File: src/pec_pkg.sv
// constants, field layouts and carrier types of the event counter block
// assumes one 10 MHz pclk domain; event sources share that clock
`default_nettype none
package pec_pkg;
  localparam logic [7:0] ADDR_SEL0 = 8'h00;
  localparam logic [7:0] ADDR_SEL1 = 8'h04;
  localparam logic [7:0] ADDR_CTR0 = 8'h08;
  localparam logic [7:0] ADDR_CTR1 = 8'h0c;
  localparam logic [7:0] ADDR_RATIO = 8'h10;
  localparam logic [7:0] ADDR_STAT = 8'h14;
  localparam logic [7:0] ADDR_MASK = 8'h18;
  localparam int SEL_CODE_LSB = 0;
  localparam int SEL_UMASK_LSB = 8;
  localparam int SEL_PC_BIT = 19;
  localparam int SEL_EN_BIT = 22;
  localparam logic [7:0] EV_HIT_DRV = 8'h7a;
  localparam logic [7:0] EV_SNOOP_HIT_MODIFIED_PIN_DRV = 8'h7b;
  localparam logic [7:0] EV_SNOOP_STALL = 8'h7e;
  localparam logic [7:0] EV_FP_RETIRED = 8'hc1;
  localparam logic [7:0] EV_FP_EXECUTED = 8'h10;
  localparam logic [7:0] EV_FP_MICROCODE_ASSIST_EVENT = 8'h11;
  localparam logic [7:0] EV_MULTIPLY = 8'h12;
  localparam logic [7:0] UMASK_SELF = 8'h00;
  localparam logic [2:0] RATIO_2TO1 = 3'h2;
  localparam logic [2:0] RATIO_3TO1 = 3'h3;
  localparam logic [2:0] RATIO_RST = 3'h2;
  localparam logic [31:0] SEL_RST = 32'h0000_0000;
  localparam logic [31:0] CTR_RST = 32'h0000_0000;
  localparam logic [31:0] CTR_MAX = 32'hffff_ffff;
  localparam logic [1:0] MASK_RST = 2'h0;

  typedef struct packed {
    logic psel;
    logic penable;
    logic pwrite;
    logic [7:0] paddr;
    logic [31:0] pwdata;
  } pec_apb_t;

  typedef struct packed {
    logic bus_tick;
    logic hit_drv;
    logic snoop_hit_modified_pin_drv;
    logic hit_stall_drv;
    logic snoop_hit_modified_pin_stall_drv;
    logic snoop_stall;
    logic fpr_comp;
    logic fpr_trap;
    logic fpr_assist;
    logic fpr_ldst;
    logic fpr_handler;
    logic fpr_subop;
    logic fpx_op_start;
    logic fpx_transc_add;
    logic fpa_assist;
    logic fpa_spec_assist;
    logic mul_int;
    logic mul_fp;
  } pec_evt_t;

  typedef struct packed {
    logic [1:0][31:0] sel;
    logic [1:0][31:0] ctr;
    logic [2:0] ratio;
    logic [1:0] stat;
    logic [1:0] mask;
    logic [1:0] mon;
    logic irq;
    logic pready;
    logic pslverr;
    logic [31:0] prdata;
  } pec_state_t;
endpackage
`default_nettype wire

File: src/pec_counter.sv
// two event counters with apb registers, monitor pins and overflow interrupt
// assumes event inputs are driven by logic on pclk, one cycle per pulse
//
// Summary of operation
// - code 7AH, mask 00H: count bus cycles this device drives snoop hit
// - code 7BH: count bus cycles this device drives snoop hit-modified
// - both snoop drive events also count cycles driven during snoop stalls
// - snoop events, ratio 2:1 or 3:1, pin bit set: pin pulses one clock
// - pin bit clear: pin level inverts on each counter overflow
// - other clock ratios give no pin indication; counting stays correct
// - code 7EH, mask 00H: count clock cycles of bus snoop stall
// - code C1H counts retired computational fp operations, counter 0 only
// - retired fp event skips operations that trap or need an assist
// - retired fp event counts assist handler ops and internal sub-ops
// - retired fp event skips fp loads and stores
// - code 10H counts executed computational fp ops, counter 0 only
// - executed fp event counts once per operation, not per cycle
// - adds inside transcendental flows count like standalone adds
// - code 11H counts microcode-handled fp exceptions, counter 1 only
// - assist event includes speculative occurrences
// - code 12H counts integer and fp multiplies, counter 1 only
//
// Implementation choices: the register addresses and register access over APB.
`default_nettype none
module pec_counter
  import pec_pkg::*;
(
  input wire logic pclk,
  input wire logic presetn,
  input wire logic ce,
  input wire pec_apb_t apb_i,
  input wire pec_evt_t evt_i,
  output logic [31:0] prdata,
  output logic pready,
  output logic pslverr,
  output logic [1:0] monitor_pin,
  output logic irq
);

  pec_state_t st_q;
  pec_state_t st_d;
  logic [1:0] inc_c;
  logic [1:0] ovf_c;
  logic [1:0] snoop_c;
  logic ratio_ok_c;
  logic wr_c;
  logic rd_c;
  logic setup_c;

  // one increment decision for a counter from its selected event
  function automatic logic pec_inc(input logic [31:0] sel, input int idx,
                                   input pec_evt_t ev);
    logic [7:0] code;
    logic [7:0] umask;
    logic r;
    code = sel[SEL_CODE_LSB +: 8];
    umask = sel[SEL_UMASK_LSB +: 8];
    r = 1'b0;
    case (code)
      EV_HIT_DRV: begin
        r = (umask == UMASK_SELF) && ev.bus_tick &&
            (ev.hit_drv || ev.hit_stall_drv);
      end
      EV_SNOOP_HIT_MODIFIED_PIN_DRV: begin
        r = ev.bus_tick && (ev.snoop_hit_modified_pin_drv || ev.snoop_hit_modified_pin_stall_drv);
      end
      EV_SNOOP_STALL: begin
        r = (umask == UMASK_SELF) && ev.snoop_stall;
      end
      EV_FP_RETIRED: begin
        r = (idx == 0) &&
            ((ev.fpr_comp && !ev.fpr_trap && !ev.fpr_assist && !ev.fpr_ldst) ||
             ev.fpr_handler || ev.fpr_subop);
      end
      EV_FP_EXECUTED: begin
        r = (idx == 0) && (ev.fpx_op_start || ev.fpx_transc_add);
      end
      EV_FP_MICROCODE_ASSIST_EVENT: begin
        r = (idx == 1) && (ev.fpa_assist || ev.fpa_spec_assist);
      end
      EV_MULTIPLY: begin
        r = (idx == 1) && (ev.mul_int || ev.mul_fp);
      end
      default: begin
        r = 1'b0;
      end
    endcase
    return r && sel[SEL_EN_BIT];
  endfunction

  function automatic logic pec_is_snoop(input logic [31:0] sel);
    return (sel[SEL_CODE_LSB +: 8] == EV_HIT_DRV) ||
           (sel[SEL_CODE_LSB +: 8] == EV_SNOOP_HIT_MODIFIED_PIN_DRV);
  endfunction

  always_comb begin
    st_d = st_q;
    setup_c = apb_i.psel && !st_q.pready;
    wr_c = apb_i.psel && apb_i.penable && st_q.pready && apb_i.pwrite;
    rd_c = apb_i.psel && apb_i.penable && st_q.pready && !apb_i.pwrite;
    ratio_ok_c = (st_q.ratio == RATIO_2TO1) || (st_q.ratio == RATIO_3TO1);
    st_d.pready = 1'b0;
    st_d.pslverr = 1'b0;
    // answer one cycle after an unanswered request; read data captured then
    if (setup_c) begin
      st_d.pready = 1'b1;
      st_d.prdata = 32'h0000_0000;
      case (apb_i.paddr)
        ADDR_SEL0: begin
          st_d.prdata = st_q.sel[0];
        end
        ADDR_SEL1: begin
          st_d.prdata = st_q.sel[1];
        end
        ADDR_CTR0: begin
          st_d.prdata = st_q.ctr[0];
        end
        ADDR_CTR1: begin
          st_d.prdata = st_q.ctr[1];
        end
        ADDR_RATIO: begin
          st_d.prdata = {29'h0, st_q.ratio};
        end
        ADDR_STAT: begin
          st_d.prdata = {30'h0, st_q.stat};
        end
        ADDR_MASK: begin
          st_d.prdata = {30'h0, st_q.mask};
        end
        default: begin
          st_d.pslverr = 1'b1;
        end
      endcase
    end
    // a status read clears only the bits it returned; new overflows below win
    if (rd_c && apb_i.paddr == ADDR_STAT) begin
      st_d.stat = st_q.stat & ~st_q.prdata[1:0];
    end
    for (int i = 0; i < 2; i++) begin
      inc_c[i] = pec_inc(st_q.sel[i], i, evt_i);
      ovf_c[i] = inc_c[i] && (st_q.ctr[i] == CTR_MAX);
      snoop_c[i] = pec_is_snoop(st_q.sel[i]);
      if (inc_c[i]) begin
        st_d.ctr[i] = st_q.ctr[i] + 32'h0000_0001;
      end
      if (st_q.sel[i][SEL_PC_BIT]) begin
        st_d.mon[i] = 1'b0;
      end
      if (ovf_c[i] && snoop_c[i] && ratio_ok_c) begin
        st_d.mon[i] = st_q.sel[i][SEL_PC_BIT] ? 1'b1 : !st_q.mon[i];
      end
      if (ovf_c[i]) begin
        st_d.stat[i] = 1'b1;
      end
    end
    if (wr_c) begin
      case (apb_i.paddr)
        ADDR_SEL0: begin
          st_d.sel[0] = apb_i.pwdata;
        end
        ADDR_SEL1: begin
          st_d.sel[1] = apb_i.pwdata;
        end
        ADDR_CTR0: begin
          st_d.ctr[0] = apb_i.pwdata;
        end
        ADDR_CTR1: begin
          st_d.ctr[1] = apb_i.pwdata;
        end
        ADDR_RATIO: begin
          st_d.ratio = apb_i.pwdata[2:0];
        end
        ADDR_MASK: begin
          st_d.mask = apb_i.pwdata[1:0];
        end
        default: begin
          st_d.ratio = st_d.ratio;
        end
      endcase
    end
    st_d.irq = |(st_d.stat & st_d.mask);
  end

  // ce low freezes all state: keep ce high across an apb transfer
  always_ff @(posedge pclk or negedge presetn) begin
    if (!presetn) begin
      st_q.sel <= {SEL_RST, SEL_RST};
      st_q.ctr <= {CTR_RST, CTR_RST};
      st_q.ratio <= RATIO_RST;
      st_q.stat <= 2'h0;
      st_q.mask <= MASK_RST;
      st_q.mon <= 2'h0;
      st_q.irq <= 1'b0;
      st_q.pready <= 1'b0;
      st_q.pslverr <= 1'b0;
      st_q.prdata <= 32'h0000_0000;
    end else if (ce) begin
      st_q <= st_d;
    end
  end

  assign prdata = st_q.prdata;
  assign pready = st_q.pready;
  assign pslverr = st_q.pslverr;
  assign monitor_pin = st_q.mon;
  assign irq = st_q.irq;
endmodule
`default_nettype wire

File: config.mk
export PLATFORM = sky130hd
export DESIGN_NAME = pec_counter
export DESIGN_NICKNAME = d
export VERILOG_FILES = /design/src/pec_pkg.sv /design/src/pec_counter.sv
export SDC_FILE = /design/constraint.sdc
export NUM_CORES = 1
export LEC_CHECK = 0
export BUFFER_PORTS_ARGS = -buffer_cell sky130_fd_sc_hd__buf_2
export CAP_MARGIN = 0
export CORE_MARGIN = 3
export CORE_UTILIZATION = 60
export CTS_CLUSTER_SIZE = 30
export DETAILED_ROUTE_END_ITERATION = 10
export GPL_TIMING_DRIVEN = 1
export PLACE_DENSITY = 0.92
export SLEW_MARGIN = 20
export SYNTH_ARGS = -nofsm -noshare
export SYNTH_HDL_FRONTEND = slang
export SYNTH_SLANG_ARGS = --single-unit
File: constraint.sdc
create_clock -name pclk -period 2.9 [get_ports pclk]
set_input_delay 0.29 -clock pclk [delete_from_list [all_inputs] [get_ports pclk]]
set_output_delay 0.29 -clock pclk [all_outputs]
set_load 0.02 [all_outputs]
==> metrics <==
run status=completed; part of the power in the clock network=44.9%; master of the slowest instance on the critical path=sky130_fd_sc_hd__or4_4; crit path to=st_q[66]; number of input and output port buffers inserted=100; Nets=1093; Post-Synthesis Cell Area=10000 um^2; yosys warns=0; post-route design area=11300 um^2; setup repair after global routing missed its margin=false; classification of the worst setup path=reg -> reg; fraction of power spent switching nets=24.0%; number of H-tree levels=4; Worst R2R Setup Slack=110 ps; layout cell share with drive strength beyond 1=28.0%; TritonCTS clock tree=yes; Slew Limit Fails=0; switching power of the nets=1.21 mW; sort of element at the end of the critical path=register; Period minus WS final=2790 ps; headroom to the max-slew limit=41.4%; effective utilization at floorplan=62.3%; final wirelength=31500 um; number of buffers on the longest clock path=2; startpoint class of the critical path=register; Initial DRC Count=1371; antenna diode count=0; wire length of the first global-routing pass=49800 um; P per Cell Area=444 nW/um^2; Critical R2R Launch=st_q[108]; core region area=16100 um^2; maximum resistive drop on vdd=424 uV; combinational share of power=6.8%; register share of total power=48.3%; synthesized flop and latch total=172; Worst Skew=8.88 ps; Worst setup startpoint=st_q[108]; number of sinks driven by the clock tree=172; maximum fanout along the worst path=3; path depth of the worst reg2reg path=7; transition time at the pin with the least slew margin=874 ps; Core Util, Final=70.3%; post-route ant nets=0; die outline area=18300 um^2; Area growth syn-to-layout=12.8%; Mapped Cells=954; top flip-flop cell by instance count after synthesis=sky130_fd_sc_hd__dfrtp_1; sequential share of the synthesized area=42.9%; Clock Pin Slew Worst Setup and Hold Paths=70 ps; die width=135 um; critical path cell sequence=or4_4 -> nor4_4 -> a31oi_1 -> buf_4 -> a211oi_2 -> a211oi_1 -> a311oi_1; 1st-pass router iterations=9; later-pin clock latency in the skew report=430 ps; placed cell count=1223; cell area reported after detailed placement=10700 um^2; HP Class=in -> reg; number of distinct library cells after synthesis=80; fraction of registers with async set or reset after synthesis=100%; Fin. Hold Viols=0; y dimension of the die=135 um; share of the synthesized area in the top cell type=42.6%; Avg Inst Size Synth=10.5 um^2; cell chosen for the clock root=sky130_fd_sc_hd__clkbuf_16; maximum number of pins on one net before global-route repair=71; longest individual stage delay on the worst path=590 ps; via count=8984; static leakage=5.04 nW; overall fraction of global-route tracks in use=35.4%; data required time of the worst path=3240 ps; maximum achievable frequency=359 MHz; synth top area cells=sky130_fd_sc_hd__dfrtp_1 43%, sky130_fd_sc_hd__mux4_2 7.0%, sky130_fd_sc_hd__mux2_2 6.6%; initial antenna violation count=0; internal power=3.82 mW; number of standard cells in the layout, taps in and fillers out=1256; mean number of vias per cell=7.15; GR Overflow Total=0; IO Pins=101; number of failing setup endpoints in the final timing report=0; share of the clock period used by the worst path=96.2%; Cell Rows=46; cell accounting for the most synthesized area=sky130_fd_sc_hd__dfrtp_1; remaining design rule violation count=0; final weighted congestion in routability-driven placement=0.997; max-cap viol count=0; wire length per cell=25.1 um; vias in the first global route=8689; HPWL after detailed placement=22100 um; Reg-to-Reg End=st_q[66]; Inserted Clock Buffers=17; hold slack final=116 ps; CP arrival=3130 ps; Final TNS setup=0 ps; count of flip-flops with a built-in enable after synthesis=0; post-synthesis net count=1020
-- layout by cell type (no fill, tap or decap), drive strengths merged, types with 17 or more instances in the layout --
cell,synthesis,final
nand3,35,35
nor2,57,57
mux4,31,31
buf,50,147
inv,15,17
a21oi,34,34
nand4,19,19
nor4,19,19
clkbuf,44,22
a22o,32,32
o21ai,31,31
mux2,69,69
a211oi,35,35
o22ai,20,20
nor3,30,30
and3,29,29
nand2,53,53
dfrtp,171,171
-- Yosys cell counts (all sizes together), types with 3 or more instances --
| cell | n |
|---|---|
| a2111oi | 4 |
| a211o | 5 |
| a211oi | 35 |
| a21o | 6 |
| a21oi | 34 |
| a22o | 32 |
| a22oi | 4 |
| a2bb2oi | 3 |
| a311oi | 14 |
| a31oi | 14 |
| a41o | 7 |
| and2 | 5 |
| and3 | 29 |
| and4 | 7 |
| buf | 50 |
| clkbuf | 44 |
| dfrtp | 171 |
| inv | 15 |
| mux2 | 69 |
| mux2i | 8 |
| mux4 | 31 |
| nand2 | 53 |
| nand2b | 14 |
| nand3 | 35 |
| nand4 | 19 |
| nand4b | 4 |
| nor2 | 57 |
| nor2b | 4 |
| nor3 | 30 |
| nor3b | 4 |
| nor4 | 19 |
| o211ai | 12 |
| o21a | 5 |
| o21ai | 31 |
| o22a | 4 |
| o22ai | 20 |
| o2bb2ai | 3 |
| or3 | 12 |
| or4 | 8 |
-- logic make-up after synthesis --
logic type	Yosys count	share of synthesized area, %
buffers and inverters	109	5.48
AND/OR/NAND/NOR	306	16.5
AO/OA/AOI/OAI	255	19.2
multiplexers	108	15.5
XOR/XNOR	2	0.174
adder cells (fa/ha/maj)	2	0.249
flip-flops	172	42.9
-- layer usage --
layer  part of all wire [%]  global-route usage, %
met1                     40                   50.0
met2                     46                   53.5
met3                     12                   9.88
met4                    2.7                   11.2
met5                      0                      0
-- power by group through the flow --
stage / clock, mW / combinational (mW) / sequential [mW]
2_1_floorplan: 0 / 0.153 / 2.47
3_3_place_gp: 0 / 0.332 / 2.47
3_5_place_dp: 0 / 0.338 / 2.47
4_1_cts: 2.27 / 0.339 / 2.43
5_1_grt: 2.36 / 0.372 / 2.43
6_report: 2.26 / 0.344 / 2.43
-- worst max-delay path: cells and delay by family, from the launching register on --
| kind | cells | cell delay [ps] |
|---|---|---|
| buf+inv | 1 | 240 |
| flops | 1 | 450 |
| simple gates | 2 | 980 |
| compound gates | 4 | 1010 |
-- sequential cells by signal, indices dropped and copies added, names as in the netlist --
signal,count
st_q,135
prdata,32
monitor_pin,2
irq,1
pready,1
pslverr,1
-- area by class of cell --
cell class                      count  area, um^2
Fill cell                        1203        4790
Clock inverter                     10         115
Multi-Input combinational cell    673        5230
Timing Repair Buffer              148         895
Clock buffer                       22         454
Tap cell                          216         270
Sequential cell                   172        4310
Inverter                           15        56.3
-- timing repair --
| action | 4_1_cts | 5_1_grt |
|---|---|---|
| endpoints found under the hold margin | 44 | 0 |
| buffers inserted | 0 | 0 |
| gates resized for setup | 0 | 5 |
| setup endpoints to repair | 0 | 11 |
| hold buffers | 1 | 0 |
-- through the flow --
step / total power [mW] / setup slack [ps]
after global routing: 5.16 / 9.74
after CTS: 5.04 / 103
after floorplan: 2.63 / 536
after detailed placement: 2.81 / 141
final: 5.03 / 111
after global placement: 2.80 / 169
-- how the worst min path moves through the flow --
| stage | from | cells past startpoint | to | slack, ps |
|---|---|---|---|---|
| 2_1_floorplan | presetn | 0 | irq | -6 |
| 3_3_place_gp | presetn | 1 | prdata[3] | 250 |
| 3_5_place_dp | presetn | 1 | prdata[3] | 250 |
| 4_1_cts | apb_i[25] | 2 | st_q[133] | 100 |
| 5_1_grt | apb_i[26] | 2 | st_q[134] | 110 |
| 6_report | apb_i[26] | 2 | st_q[134] | 120 |
Note: power is estimated with default switching activity, not from simulation.
